===== src/cnmt_pkg.sv =====
// Notes on behaviour
// - Emergency frame: 80h plus node, eight bytes
// - Emergency codes map fault kinds to values
// - Act when node field is zero or ours
// - Command 01h enters operational
// - Command 02h enters stopped
// - Command 80h enters pre-operational
// - Commands 81h/82h re-initialise, boot again
// - Boot-up frame 700h plus node, then pre-operational
// - Pre-operational: parameters yes, process data no
// - Operational: process data and parameters
// - Stopped: network management only
// - Layer settings accepted only when stopped
// - Answer each guarding remote frame with state
// - State bytes 0, 4, 5, 127
// - Missing guarding requests raise communication error
// - Config bit 5 selects guarding, else heartbeat
// - One monitor at a time, heartbeat default
// - Heartbeat sent every producer period; here the producer starts only on a period change after boot-up
// - Missing consumed heartbeat raises communication error
// - Factory node ID 1, 50 kBaud
package cnmt_pkg;

	// ----------------------------------------
	// Identifiers and frame lengths
	// ----------------------------------------
	localparam logic [10:0] COB_NMT      = 11'h000; // Command identifier
	localparam logic [10:0] COB_EMCY     = 11'h080; // Emergency base
	localparam logic [10:0] COB_MON      = 11'h700; // Boot-up, guard, heartbeat base
	localparam logic [3:0]  EMCY_DLC     = 4'h8;    // Emergency length
	localparam logic [3:0]  MON_DLC      = 4'h1;    // Monitor frame length
	localparam logic [3:0]  NMT_DLC      = 4'h2;    // Least command length

	// ----------------------------------------
	// Command codes
	// ----------------------------------------
	localparam logic [7:0]  CMD_START    = 8'h01;
	localparam logic [7:0]  CMD_STOP     = 8'h02;
	localparam logic [7:0]  CMD_PREOP    = 8'h80;
	localparam logic [7:0]  CMD_RST_NODE = 8'h81;
	localparam logic [7:0]  CMD_RST_COMM = 8'h82;

	// ----------------------------------------
	// State bytes on the bus
	// ----------------------------------------
	localparam logic [7:0]  SB_BOOT      = 8'h00;
	localparam logic [7:0]  SB_STOP      = 8'h04;
	localparam logic [7:0]  SB_OPER      = 8'h05;
	localparam logic [7:0]  SB_PREOP     = 8'h7f;

	// ----------------------------------------
	// Emergency codes and error register bits
	// ----------------------------------------
	localparam logic [15:0] EC_NONE      = 16'h0000;
	localparam logic [15:0] EC_GENERIC   = 16'h1000;
	localparam logic [15:0] EC_EEPROM    = 16'h5530;
	localparam logic [15:0] EC_WDOG      = 16'h6010;
	localparam logic [15:0] EC_POS       = 16'h7320;
	localparam logic [15:0] EC_INTCOMM   = 16'h7510;
	localparam logic [15:0] EC_MONITOR   = 16'h8130;
	localparam logic [15:0] EC_BATT      = 16'hff00;
	localparam int          ER_GENERIC   = 0;
	localparam int          ER_COMM      = 4;
	localparam int          ER_MANUF     = 7;

	// ----------------------------------------
	// Configuration and defaults
	// ----------------------------------------
	localparam int          CFG_GUARD_BIT = 5;      // Bit of config object 2110h
	localparam logic [6:0]  DEF_NODE_ID  = 7'h01;
	localparam logic [3:0]  DEF_BAUD_IDX = 4'h6;    // Table index of 50 kBaud

	// ----------------------------------------
	// Time base
	// ----------------------------------------
	localparam int          MS_NS        = 1000000; // One millisecond in ns
	localparam int          CLK_NS       = 8;       // Clock period in ns
	localparam int          TICK_CYCLES  = MS_NS / CLK_NS;

	// Network state, Gray along boot, pre-op, op, stop
	typedef enum logic [1:0] {
		ST_INIT  = 2'b00,
		ST_PREOP = 2'b01,
		ST_OPER  = 2'b11,
		ST_STOP  = 2'b10
	} cnmt_state_t;

	// Fault sources raising an emergency
	typedef enum logic [2:0] {
		FK_CLEAR   = 3'h0,
		FK_GENERIC = 3'h1,
		FK_EEPROM  = 3'h2,
		FK_WDOG    = 3'h3,
		FK_POS     = 3'h4,
		FK_INTCOMM = 3'h5,
		FK_MONITOR = 3'h6,
		FK_BATT    = 3'h7
	} cnmt_fault_t;

	// Which frame the transmit slot holds
	typedef enum logic [1:0] {
		TX_BOOT  = 2'b00,
		TX_EMCY  = 2'b01,
		TX_GUARD = 2'b11,
		TX_HB    = 2'b10
	} cnmt_txk_t;

	// CAN frame, data byte 0 in bits 7:0
	typedef struct packed {
		logic [10:0] id;
		logic        rtr;
		logic [3:0]  dlc;
		logic [63:0] data;
	} cnmt_frame_t;

	// Fault report from the encoder core
	typedef struct packed {
		logic        valid;
		cnmt_fault_t kind;
		logic [15:0] alarms;
		logic [15:0] warnings;
	} cnmt_fault_req_t;

	// Monitoring configuration
	typedef struct packed {
		logic [7:0]  mfr_cfg;
		logic [15:0] prod_ms;
		logic [15:0] cons_ms;
		logic [6:0]  cons_node;
		logic [15:0] guard_ms;
		logic [7:0]  life_factor;
	} cnmt_cfg_t;

endpackage

===== src/cnmt_emcy.sv =====
`timescale 1ns/1ps
// ----------------------------------------
// Emergency frame builder
// ----------------------------------------
module cnmt_emcy (
	input  wire cnmt_pkg::cnmt_fault_t kind,
	input  wire logic [15:0]           alarms,
	input  wire logic [15:0]           warnings,
	input  wire logic                  comm_err,
	input  wire logic [6:0]            node_id,
	output cnmt_pkg::cnmt_frame_t      frame
);
	logic [15:0] code;  // Error code
	logic [7:0]  ereg;  // Error register

	// Fault kind to code
	always_comb
	begin
		case (kind)
			cnmt_pkg::FK_GENERIC: code = cnmt_pkg::EC_GENERIC;
			cnmt_pkg::FK_EEPROM:  code = cnmt_pkg::EC_EEPROM;
			cnmt_pkg::FK_WDOG:    code = cnmt_pkg::EC_WDOG;
			cnmt_pkg::FK_POS:     code = cnmt_pkg::EC_POS;
			cnmt_pkg::FK_INTCOMM: code = cnmt_pkg::EC_INTCOMM;
			cnmt_pkg::FK_MONITOR: code = cnmt_pkg::EC_MONITOR;
			cnmt_pkg::FK_BATT:    code = cnmt_pkg::EC_BATT;
			default:              code = cnmt_pkg::EC_NONE;
		endcase
	end

	// Register bits; vendor bit flags any specific code
	always_comb
	begin
		ereg = 8'h00;
		ereg[cnmt_pkg::ER_GENERIC] = (code != cnmt_pkg::EC_NONE);
		ereg[cnmt_pkg::ER_COMM]    = comm_err;
		ereg[cnmt_pkg::ER_MANUF]   = (code != cnmt_pkg::EC_NONE) && (code != cnmt_pkg::EC_GENERIC);
	end

	// Byte 7 left zero
	always_comb
	begin
		frame.id   = cnmt_pkg::COB_EMCY + {4'h0, node_id};
		frame.rtr  = 1'b0;
		frame.dlc  = cnmt_pkg::EMCY_DLC;
		frame.data = {8'h00, warnings[15:8], warnings[7:0], alarms[15:8], alarms[7:0],
		              ereg, code[15:8], code[7:0]};
	end
endmodule


===== src/cnmt_ms_timer.sv =====
`timescale 1ns/1ps
// ----------------------------------------
// Millisecond interval timer, auto reload
// ----------------------------------------
module cnmt_ms_timer #(
	parameter int W = 24
) (
	input  wire logic         clk,
	input  wire logic         rst,
	input  wire logic         tick,
	input  wire logic         start,
	input  wire logic         stop,
	input  wire logic [W-1:0] period,
	output logic              expired
);
	logic [W-1:0] remain; // Milliseconds left
	logic         run;    // Timer armed

	// Count down; zero period leaves it idle
	always_ff @(posedge clk)
	begin
		if (rst || stop)
		begin
			run     <= 1'b0;
			remain  <= '0;
			expired <= 1'b0;
		end
		else if (start)
		begin
			run     <= (period != '0);
			remain  <= period;
			expired <= 1'b0;
		end
		else if (run && tick)
		begin
			// Reload so a silent partner keeps firing
			expired <= (remain == {{(W-1){1'b0}}, 1'b1});
			if (remain == {{(W-1){1'b0}}, 1'b1})
				remain <= period;
			else
				remain <= remain - {{(W-1){1'b0}}, 1'b1};
		end
		else
			expired <= 1'b0;
	end
endmodule


===== src/cnmt_node.sv =====
`timescale 1ns/1ps
// ----------------------------------------
// Network management slave of the encoder
// ----------------------------------------
module cnmt_node #(
	parameter int TICK_CYCLES = cnmt_pkg::TICK_CYCLES
) (
	input  wire logic                  clk,
	input  wire logic                  rst,
	input  wire logic                  rx_valid,
	input  wire cnmt_pkg::cnmt_frame_t rx_frame,
	output cnmt_pkg::cnmt_frame_t      tx_frame,
	output logic                       tx_valid,
	input  wire logic                  tx_ready,
	input  wire cnmt_pkg::cnmt_fault_req_t fault,
	input  wire cnmt_pkg::cnmt_cfg_t   cfg,
	input  wire logic                  lss_node_wr,
	input  wire logic [6:0]            lss_node_id,
	input  wire logic                  lss_baud_wr,
	input  wire logic [3:0]            lss_baud_idx,
	output cnmt_pkg::cnmt_state_t      nmt_state,
	output logic                       pdo_enable,
	output logic                       sdo_enable,
	output logic                       lss_enable,
	output logic [6:0]                 node_id,
	output logic [3:0]                 baud_idx,
	output logic                       comm_error,
	output logic                       reset_app,
	output logic                       reset_comm
);
	// ----------------------------------------
	// Declarations
	// ----------------------------------------
	logic [31:0]           tick_cnt;     // Millisecond prescaler
	logic                  tick;         // One-cycle ms strobe
	logic                  guard_sel;    // Guarding chosen over heartbeat
	logic                  is_nmt;       // Command frame for us
	logic [7:0]            cmd;          // Command byte
	logic                  is_guard;     // Guard remote frame for us
	logic                  is_hb;        // Consumed heartbeat seen
	logic                  tx_take;      // Slot free this cycle
	logic                  tx_done;      // Frame handed over
	cnmt_pkg::cnmt_txk_t   tx_kind;      // Kind in the slot
	logic                  boot_pend;    // Boot-up still to send
	logic                  emcy_pend;    // Emergency waiting
	logic                  guard_pend;   // Guard reply waiting
	logic                  hb_pend;      // Heartbeat waiting
	logic                  toggle;       // Guard reply toggle bit
	logic [7:0]            state_byte;   // Current state code
	cnmt_pkg::cnmt_fault_t emcy_kind;    // Latched fault kind
	logic [15:0]           emcy_alarms;
	logic [15:0]           emcy_warn;
	cnmt_pkg::cnmt_frame_t emcy_frame;
	logic                  boot_acc;     // Boot-up accepted by bus
	logic [15:0]           prod_q;       // Last producer period
	logic                  prod_exp;
	logic                  life_exp;
	logic                  cons_exp;
	logic                  mon_fail;     // Monitor timeout this cycle
	logic [23:0]           life_ms;      // Guard time times factor

	// ----------------------------------------
	// Millisecond time base
	// ----------------------------------------

	// Free-running prescaler; long count kept as a parameter for simulation
	always_ff @(posedge clk)
	begin
		if (rst)
		begin
			tick_cnt <= 32'h0000_0000;
			tick     <= 1'b0;
		end
		else if (tick_cnt == 32'(TICK_CYCLES - 1))
		begin
			tick_cnt <= 32'h0000_0000;
			tick     <= 1'b1;
		end
		else
		begin
			tick_cnt <= tick_cnt + 32'h0000_0001;
			tick     <= 1'b0;
		end
	end

	// ----------------------------------------
	// Receive decode
	// ----------------------------------------

	// Frames come from the transceiver on this clock, so no synchroniser
	always_comb
	begin
		guard_sel = cfg.mfr_cfg[cnmt_pkg::CFG_GUARD_BIT];
		cmd       = rx_frame.data[7:0];
		is_nmt    = rx_valid && !rx_frame.rtr && (rx_frame.id == cnmt_pkg::COB_NMT)
		            && (rx_frame.dlc >= cnmt_pkg::NMT_DLC)
		            && ((rx_frame.data[15:8] == 8'h00) || (rx_frame.data[15:8] == {1'b0, node_id}));
		is_guard  = rx_valid && rx_frame.rtr
		            && (rx_frame.id == cnmt_pkg::COB_MON + {4'h0, node_id});
		is_hb     = rx_valid && !rx_frame.rtr && (rx_frame.dlc >= cnmt_pkg::MON_DLC)
		            && (rx_frame.id == cnmt_pkg::COB_MON + {4'h0, cfg.cons_node});
		tx_take   = !tx_valid || tx_ready;
		tx_done   = tx_valid && tx_ready;
		boot_acc  = tx_done && (tx_kind == cnmt_pkg::TX_BOOT);
		life_ms   = 24'(cfg.guard_ms * cfg.life_factor);
		mon_fail  = guard_sel ? life_exp : cons_exp;
	end

	// State byte on the bus
	always_comb
	begin
		case (nmt_state)
			cnmt_pkg::ST_PREOP: state_byte = cnmt_pkg::SB_PREOP;
			cnmt_pkg::ST_OPER:  state_byte = cnmt_pkg::SB_OPER;
			cnmt_pkg::ST_STOP:  state_byte = cnmt_pkg::SB_STOP;
			default:            state_byte = cnmt_pkg::SB_BOOT;
		endcase
	end

	// ----------------------------------------
	// Network state machine
	// ----------------------------------------

	// Commands are ignored until boot-up has gone out; unknown codes fall through
	always_ff @(posedge clk)
	begin
		if (rst)
			nmt_state <= cnmt_pkg::ST_INIT;
		else
		begin
			case (nmt_state)
				cnmt_pkg::ST_INIT:
					if (boot_acc)
						nmt_state <= cnmt_pkg::ST_PREOP;
				cnmt_pkg::ST_PREOP, cnmt_pkg::ST_OPER, cnmt_pkg::ST_STOP:
					if (is_nmt)
					begin
						case (cmd)
							cnmt_pkg::CMD_START:    nmt_state <= cnmt_pkg::ST_OPER;
							cnmt_pkg::CMD_STOP:     nmt_state <= cnmt_pkg::ST_STOP;
							cnmt_pkg::CMD_PREOP:    nmt_state <= cnmt_pkg::ST_PREOP;
							cnmt_pkg::CMD_RST_NODE,
							cnmt_pkg::CMD_RST_COMM: nmt_state <= cnmt_pkg::ST_INIT;
							default:                nmt_state <= nmt_state;
						endcase
					end
				default:
					nmt_state <= cnmt_pkg::ST_INIT;
			endcase
		end
	end

	// Reset pulses towards the application and the link layer
	always_ff @(posedge clk)
	begin
		if (rst)
		begin
			reset_app  <= 1'b0;
			reset_comm <= 1'b0;
		end
		else
		begin
			reset_app  <= is_nmt && (nmt_state != cnmt_pkg::ST_INIT)
			              && (cmd == cnmt_pkg::CMD_RST_NODE);
			reset_comm <= is_nmt && (nmt_state != cnmt_pkg::ST_INIT)
			              && ((cmd == cnmt_pkg::CMD_RST_NODE) || (cmd == cnmt_pkg::CMD_RST_COMM));
		end
	end

	// Service gates follow the state one cycle later
	always_ff @(posedge clk)
	begin
		if (rst)
		begin
			pdo_enable <= 1'b0;
			sdo_enable <= 1'b0;
			lss_enable <= 1'b0;
		end
		else
		begin
			pdo_enable <= (nmt_state == cnmt_pkg::ST_OPER);
			sdo_enable <= (nmt_state == cnmt_pkg::ST_PREOP) || (nmt_state == cnmt_pkg::ST_OPER);
			lss_enable <= (nmt_state == cnmt_pkg::ST_STOP);
		end
	end

	// ----------------------------------------
	// Layer settings
	// ----------------------------------------

	// Kept over a node reset; only a hard reset restores the factory values
	always_ff @(posedge clk)
	begin
		if (rst)
		begin
			node_id  <= cnmt_pkg::DEF_NODE_ID;
			baud_idx <= cnmt_pkg::DEF_BAUD_IDX;
		end
		else if (nmt_state == cnmt_pkg::ST_STOP)
		begin
			if (lss_node_wr && (lss_node_id != 7'h00))
				node_id <= lss_node_id;
			if (lss_baud_wr)
				baud_idx <= lss_baud_idx;
		end
	end

	// ----------------------------------------
	// Monitoring timers
	// ----------------------------------------

	// Remember producer period to restart on a change
	always_ff @(posedge clk)
	begin
		if (rst)
			prod_q <= 16'h0000;
		else
			prod_q <= cfg.prod_ms;
	end

	// Heartbeat producer, off while guarding or booting
	cnmt_ms_timer #(.W(24)) u_prod (
		.clk     (clk),
		.rst     (rst),
		.tick    (tick),
		.start   (boot_acc || (cfg.prod_ms != prod_q)),
		.stop    (guard_sel || (nmt_state == cnmt_pkg::ST_INIT)),
		.period  ({8'h00, cfg.prod_ms}),
		.expired (prod_exp)
	);

	// Life guarding, armed by the first guard request
	cnmt_ms_timer #(.W(24)) u_life (
		.clk     (clk),
		.rst     (rst),
		.tick    (tick),
		.start   (is_guard && guard_sel),
		.stop    (!guard_sel || (nmt_state == cnmt_pkg::ST_INIT)),
		.period  (life_ms),
		.expired (life_exp)
	);

	// Heartbeat consumer, armed by the first heartbeat
	cnmt_ms_timer #(.W(24)) u_cons (
		.clk     (clk),
		.rst     (rst),
		.tick    (tick),
		.start   (is_hb && !guard_sel),
		.stop    (guard_sel || (nmt_state == cnmt_pkg::ST_INIT)),
		.period  ({8'h00, cfg.cons_ms}),
		.expired (cons_exp)
	);

	// Communication error stays until communication restarts
	always_ff @(posedge clk)
	begin
		if (rst)
			comm_error <= 1'b0;
		else if (mon_fail)
			comm_error <= 1'b1;
		else if (nmt_state == cnmt_pkg::ST_INIT)
			comm_error <= 1'b0;
	end

	// ----------------------------------------
	// Emergency content
	// ----------------------------------------

	// A monitor failure while comm_error is clear outranks a core fault in the same cycle
	always_ff @(posedge clk)
	begin
		if (rst)
		begin
			emcy_kind   <= cnmt_pkg::FK_CLEAR;
			emcy_alarms <= 16'h0000;
			emcy_warn   <= 16'h0000;
		end
		else if (mon_fail && !comm_error)
			emcy_kind <= cnmt_pkg::FK_MONITOR;
		else if (fault.valid)
		begin
			emcy_kind   <= fault.kind;
			emcy_alarms <= fault.alarms;
			emcy_warn   <= fault.warnings;
		end
	end

	cnmt_emcy u_emcy (
		.kind     (emcy_kind),
		.alarms   (emcy_alarms),
		.warnings (emcy_warn),
		.comm_err (comm_error),
		.node_id  (node_id),
		.frame    (emcy_frame)
	);

	// ----------------------------------------
	// Transmit pending flags, set wins
	// ----------------------------------------
	always_ff @(posedge clk)
	begin
		if (rst)
		begin
			boot_pend  <= 1'b1;
			emcy_pend  <= 1'b0;
			guard_pend <= 1'b0;
			hb_pend    <= 1'b0;
		end
		else
		begin
			if (is_nmt && (nmt_state != cnmt_pkg::ST_INIT)
			    && ((cmd == cnmt_pkg::CMD_RST_NODE) || (cmd == cnmt_pkg::CMD_RST_COMM)))
				boot_pend <= 1'b1;
			else if (tx_take && boot_pend)
				boot_pend <= 1'b0;
			// Emergency is sent one cycle after its content latches
			if (fault.valid || (mon_fail && !comm_error))
				emcy_pend <= 1'b1;
			else if (tx_take && !boot_pend && emcy_pend)
				emcy_pend <= 1'b0;
			if (is_guard && guard_sel && (nmt_state != cnmt_pkg::ST_INIT))
				guard_pend <= 1'b1;
			else if (tx_take && !boot_pend && !emcy_pend && guard_pend)
				guard_pend <= 1'b0;
			if (prod_exp && !guard_sel)
				hb_pend <= 1'b1;
			else if ((tx_take && !boot_pend && !emcy_pend && !guard_pend) || guard_sel)
				hb_pend <= 1'b0;
		end
	end

	// ----------------------------------------
	// Transmit slot
	// ----------------------------------------

	// Boot-up first, then emergency, guard reply, heartbeat
	always_ff @(posedge clk)
	begin
		if (rst)
		begin
			tx_valid <= 1'b0;
			tx_kind  <= cnmt_pkg::TX_BOOT;
			tx_frame <= '0;
		end
		else if (tx_take)
		begin
			tx_valid      <= boot_pend || emcy_pend || guard_pend || hb_pend;
			tx_frame.id   <= cnmt_pkg::COB_MON + {4'h0, node_id};
			tx_frame.rtr  <= 1'b0;
			tx_frame.dlc  <= cnmt_pkg::MON_DLC;
			if (boot_pend)
			begin
				tx_kind       <= cnmt_pkg::TX_BOOT;
				tx_frame.data <= {56'h0, cnmt_pkg::SB_BOOT};
			end
			else if (emcy_pend)
			begin
				tx_kind  <= cnmt_pkg::TX_EMCY;
				tx_frame <= emcy_frame;
			end
			else if (guard_pend)
			begin
				tx_kind       <= cnmt_pkg::TX_GUARD;
				tx_frame.data <= {56'h0, toggle, state_byte[6:0]};
			end
			else
			begin
				tx_kind       <= cnmt_pkg::TX_HB;
				tx_frame.data <= {56'h0, state_byte};
			end
		end
	end

	// Toggle flips after each guard reply; restarts at zero with a reset
	always_ff @(posedge clk)
	begin
		if (rst || (nmt_state == cnmt_pkg::ST_INIT))
			toggle <= 1'b0;
		else if (tx_done && (tx_kind == cnmt_pkg::TX_GUARD))
			toggle <= ~toggle;
	end
endmodule


===== config.mk =====
export PLATFORM = sky130hd
export DESIGN_NAME = cnmt_node
export DESIGN_NICKNAME = d
export VERILOG_FILES = /design/src/cnmt_pkg.sv /design/src/cnmt_emcy.sv /design/src/cnmt_ms_timer.sv /design/src/cnmt_node.sv
export SDC_FILE = /design/constraint.sdc
export NUM_CORES = 1
export LEC_CHECK = 0
export ABC_AREA = 1
export BUFFER_PORTS_ARGS = -buffer_cell sky130_fd_sc_hd__buf_2
export CORE_MARGIN = 3
export CORE_UTILIZATION = 30
export DETAILED_ROUTE_END_ITERATION = 12
export MAX_ROUTING_LAYER = met4
export PLACE_DENSITY = 0.56
export SYNTH_ARGS = -nofsm -noshare
export SYNTH_HDL_FRONTEND = slang
export SYNTH_SLANG_ARGS = --single-unit
export TNS_END_PERCENT = 20

===== constraint.sdc =====
create_clock -name clk -period 5.3 [get_ports clk]
set_input_delay 0 -clock clk [delete_from_list [all_inputs] [get_ports clk]]
set_output_delay 0 -clock clk [all_outputs]
set_load 0.03 [all_outputs]

### Word-level counts from Yosys, hierarchy flattened

Cells that the tools add are included.

| storage, ports and cells | value |
|---|---|
| flip-flop bits (word level) | 269 |
| bits of input ports | 204 |
| output and inout port bits | 100 |

| cells by class | value |
|---|---|
| add/sub/neg operators | 7 |
| $mul | 1 |
| order comparisons | 2 |
| eq/ne operators | 28 |
| mux-type cells | 35 |
| bitwise logic cells | 5 |
| reductions and logical operators | 84 |

Operator list:

| operator | count |
|---|---|
| two-way mux 24 bit | 5 |
| two-way mux 56 bit | 2 |
| one-hot mux 16 bit (7 select lines) | 1 |
| two-way mux 16 bit | 6 |
| equality test 24 x 1 -> 1 bit (second input constant) | 3 |
| nonzero test 24 bit | 3 |
| subtractor 24 x 1 -> 24 bit (second input constant) | 3 |
| adder 32 x 1 -> 32 bit (second input constant) | 1 |
| equality test 32 x 17 -> 1 bit (second input constant) | 1 |
| logical AND 1 bit | 30 |
| equality test 8 bit (second input constant) | 3 |
| multiplier 16 x 8 -> 24 bit | 1 |
| equality test 11 bit | 2 |
| one-hot mux 7 bit (3 select lines) | 1 |
| adder 9 x 8 -> 10 bit (first input constant) | 2 |
| nonzero test 2 bit | 9 |
| != test 16 x 13 -> 1 bit (second input constant) | 1 |
| != test 16 bit | 1 |
| nonzero test 16 bit | 1 |
| logical OR 1 bit | 15 |
| equality test 3 bit (second input constant) | 4 |
| OR reduction 2 bit | 6 |
| OR reduction 3 bit | 4 |
| logical NOT 11 bit | 1 |
| 25 further kinds | 56 |

### Longest topological paths before layout

| depth | value |
|---|---|
| depth in word-level cells | 8 |
| mapped depth | 26 |
| depth with buffers taken out | 25 |

### Hierarchy

Synthesis repeated with hierarchy kept, for this count alone.

| unflattened totals | value |
|---|---|
| cell total of the unflattened synthesis | 2892 |
| area, all modules | 19133.4 µm² |

Modules (own cells, without submodules):

| module | instances | cells each | area an instance (µm²) | sequential area each (µm²) |
|---|---|---|---|---|
| cnmt_node | 1 | 1752 | 12438.2 | 3823.7 |
| cnmt_ms_timer | 3 | 348 | 2021.9 | 520.5 |
| cnmt_emcy | 1 | 96 | 629.4 | 0.0 |

### Worst setup path after synthesis

Ideal clock, no wire load.

| path | value |
|---|---|
| kind | input to register |
| start point | in cfg[7] (netlist bit) |
| end point | reg u_life.run |
| setup time | 0.119 ns |
| arrival time | 4.033 ns |
| data required time | 5.181 ns |
| setup slack | 1.147 ns |
| stages | 23 |
| buffers on the path | 2 |
| cell sequence | clkbuf_1 clkbuf_1 nand2_1 fa_1 fa_1 inv_1 fa_1 inv_1 fa_1 inv_1 ha_1 nand2_1 nand2_1 a21oi_1 nand2_1 nand2_1 nand2_1 nor2_1 nand2_1 nor2_1 nand3_1 nor2_1 a21oi_1 |

| between the ends | value |
|---|---|
| longest elaborated chain between the ends | 2 |

RTL lines:

| item | line | source |
|---|---|---|
| start, declared | cnmt_node.sv:16 | `input wire cnmt_pkg::cnmt_cfg_t cfg,` |
| multiplier 16 x 8 -> 24 bit | cnmt_node.sv:105 | `life_ms = 24'(cfg.guard_ms * cfg.life_factor);` |
| nonzero test 24 bit | cnmt_ms_timer.sv:30 | `run <= (period != '0);` |
| end signal, assigned | cnmt_ms_timer.sv:30 |  |
| end, declared | cnmt_ms_timer.sv:17 | `logic run;` |

Every way passes these cells.
A chain may end at the register's enable or synchronous reset.

### Final worst setup path

| path | value |
|---|---|
| start point | in cfg[8] (netlist bit) |
| end point | reg u_life.run |

The elaborated chain is that of the path after synthesis.

==> results.yml <==
timing:
  fmax_mhz: 239.4
  max_slew.worst_pin.slew_ps: 1117
  slew-limit-headroom: 0.2475
  hold_viol_final: 0
  skew_ps: 17.78
  report.final.setup_viol: 0
  hold_slack_ps: 38.80
  fin_crit_sh: 0.7882
  drv_slew: 0
  setup_slack_ps: 1122
  rsz0062_at_grt: "false"
  finalCriticalPeriod_ps: 4178
  final.setup.tns_ps: 0
placed_design:
  placed_cells: 3459
  gp_congestion: 0.8601
  place_ws_ps: 925.3
  port_buffers: 232
  dpl-instance-area_mm2: 0.01886
  hpwl_mm: 37.78
synthesis:
  async_flop_share: 0
  netlist_instances: 2568
  ys_ff_latch: 247
  synth_area_mm2: 0.01721
  synthTopCellsByArea: "dfxtp_1 29%, nand2_1 12%, fa_1 9.8%"
  synth_commonest_cells: "536 x nand2_1, 416 x inv_1, 355 x nor2_1"
  ys_seq_area_frac: 0.2873
  syn_avg_cell_area_um2: 6.701
  yosysTopAreaCell: "dfxtp_1"
  synth-edff-count: 0
  netlist.area_leader.share: 0.2873
  synth_warnings: 0
  synth_top_flop_cell: "dfxtp_1"
  yosysMostFrequentCell: "nand2_1"
  synth.distinct_cells: 49
global_routing:
  grt_overflow: 0
  antenna_found_initial: 6
  grt_usage: 0.1699
  grt_pass1_vias: 16130
  grt_max_degree: 76
  grt_pass1_wl_mm: 82.48
cts:
  insertion_delay_ps: 570
  cts_tree: "built"
  cts_root_buf: "clkbuf_16"
  cts_buffer_depth: 3
  post_cts_buffers: 0
  cts_buffers: 29
  cts_resized: 0
  cts.sinks: 247
  clk_pin_slew_worst_paths_ps: 60
  htreeDepth: 1
worst_setup_path:
  cp_common_cell: "nand2_1"
  slowest_delay_ps: 550
  arrival_ps: 4620
  cp_max_fo: 8
  cp.required_ps: 5740
  r2r-start: "node_id[3]"
  crit_slowest_cell: "fa_1"
  path_class: "in2reg"
  worstSetupStartpointType: "input pin"
  crit_family: "adder cells"
  r2r_cells: 9
  r2r_slack_ps: 2440
  crit_buf_inv: 5
  crit_chain: "dlygate4sd3_1 -> buf_2 -> nand2_1 -> fa_1 -> fa_1 -> inv_1 -> fa_1 -> inv_1 -> fa_1 -> inv_1 -> ha_1 -> nand2_1 -> nor2_1 -> nand3_1 -> nand2_1 -> nand3_1 -> nand3_1 -> nand2_1 -> nor2_1 -> nand2_1 -> nor2_1 -> a21oi_1"
  timing.rr.end: "u_life.remain[4]"
  endpoint_kind: "register"
cells_and_area:
  layout-drive-gt1-share: 0.1241
  final_cell_area_mm2: 0.02090
  final-instance-count-excl-fill: 3622
  fin_nets: 3177
  fin_util: 0.3693
  areaGrowthSynthToFinish_pct: 21.47
detailed_routing:
  wirelength_mm: 50.43
  dr.pass1.iters: 5
  vias: 16560
  drc: 0
  viasPerCell: 4.571
  antenna_left: 0
  first_iter_violations: 954
  wl_per_cell_um: 13.92
job:
  maxCapViolCount: 0
floorplanning:
  row_count: 87
  die_x_um: 245.5
  die_height_um: 245.5
  design.portCount: 304
  dieArea_mm2: 0.06027
  core_mm2: 0.05660
  initial_core_util: 0.3040
pwr:
  p_leak_nw: 10.48
  ir_drop_uv: 203.7
  powerDensity_mw_per_mm2: 312.5
  p_total_mw: 6.533
worst_hold_path:
  min_path_type: "in2reg"
  hold_depth: 5
  hold_end: "u_life.remain[0]"
  hold_path.startpoint: "cfg[0]"
outcome:
  status: "completed"
layer usage:
layer	vias up	global-route usage	wire [µm]
met3	67	0.03337	2780
met2	341	0.2792	23530
met1	7549	0.2186	23190
li1	8598	-	-
met4	0	0.03213	932
met5	-	-	0
cell families after synthesis:
logic type,share of synthesized area
XOR/XNOR,0.03257
buffers and inverters,0.1292
multiplexers,0.0005817
AND/OR/NAND/NOR,0.3024
other,0.0002179
AO/OA/AOI/OAI,0.1129
flip-flops,0.2873
adder cells (fa/ha/maj),0.1348
worst register-to-register path, stage by stage (launching register included):
cell and delay (ps):
dfxtp_1 480, xnor2_1 170, nand3_1 100, nor3_1 130
nand2_1 200, nand2_1 790, inv_2 380, a21oi_1 270
o21ai_0 120, a21oi_1 140
worst max path at each step:
stage           start         end  slack [ps]  cells after the start
6_report       cfg[8]  u_life.run        1120                     22
5_1_grt        cfg[8]  u_life.run         800                     22
4_1_cts        cfg[8]  u_life.run        1130                     22
3_5_place_dp   cfg[7]  u_life.run         930                     21
3_3_place_gp   cfg[7]  u_life.run         900                     21
2_1_floorplan  cfg[7]  u_life.run        1150                     23
flip-flops by register name, summed over array words and instances (netlist names), 3 cells and up:
name           cells
emcy_alarms       16
emcy_warn         16
tx_frame          58
u_prod.remain     24
u_cons.remain     24
prod_q            16
u_life.remain     24
node_id            7
baud_idx           4
tick_cnt          32
emcy_kind          3
area by class of cell:
cell class,instances,area (µm²)
Antenna cell,6,15.01
Clock buffer,43,868.3
Clock inverter,10,117.6
Fill cell,6156,35700
Inverter,435,1633
Multi-Input combinational cell,1780,10110
Sequential cell,247,4945
Tap cell,756,945.9
Timing Repair Buffer,345,2270
cells in the final DEF, fill, tap and decap left out, types with 7 or more instances in the layout:
master         count
buf_4              9
o211ai_1           7
inv_1            415
dfxtp_1          247
xor2_1            36
nor4_1            27
a21oi_1          126
clkbuf_8           9
buf_2            232
nor3_2             7
nor2_2            11
o21ai_0          145
xnor2_1           28
nand2_1          536
ha_1              51
clkbuf_16         29
nand3b_1           8
or2_2             13
inv_2             18
fa_1              84
o21ai_1           20
nand4_1           52
nand3_1          113
conb_1            16
nor2_1           352
a22oi_1           36
nor3_1            56
dlygate4sd3_1    104
power breakdown:
group	internal (mW)	leakage, nW	switching (mW)
clock	1.23	0.490	0.822
sequential	1.91	2.01	0.0362
combinational	0.895	7.98	1.64
total	4.03	10.5	2.50
what timing repair did:
action / in CTS / in global routing
hold buffers: 104 / 0
endpoints found under the hold margin: 107 / 0
endpoints found under the setup margin: 0 / 0
(Power assumes the default switching activity.)
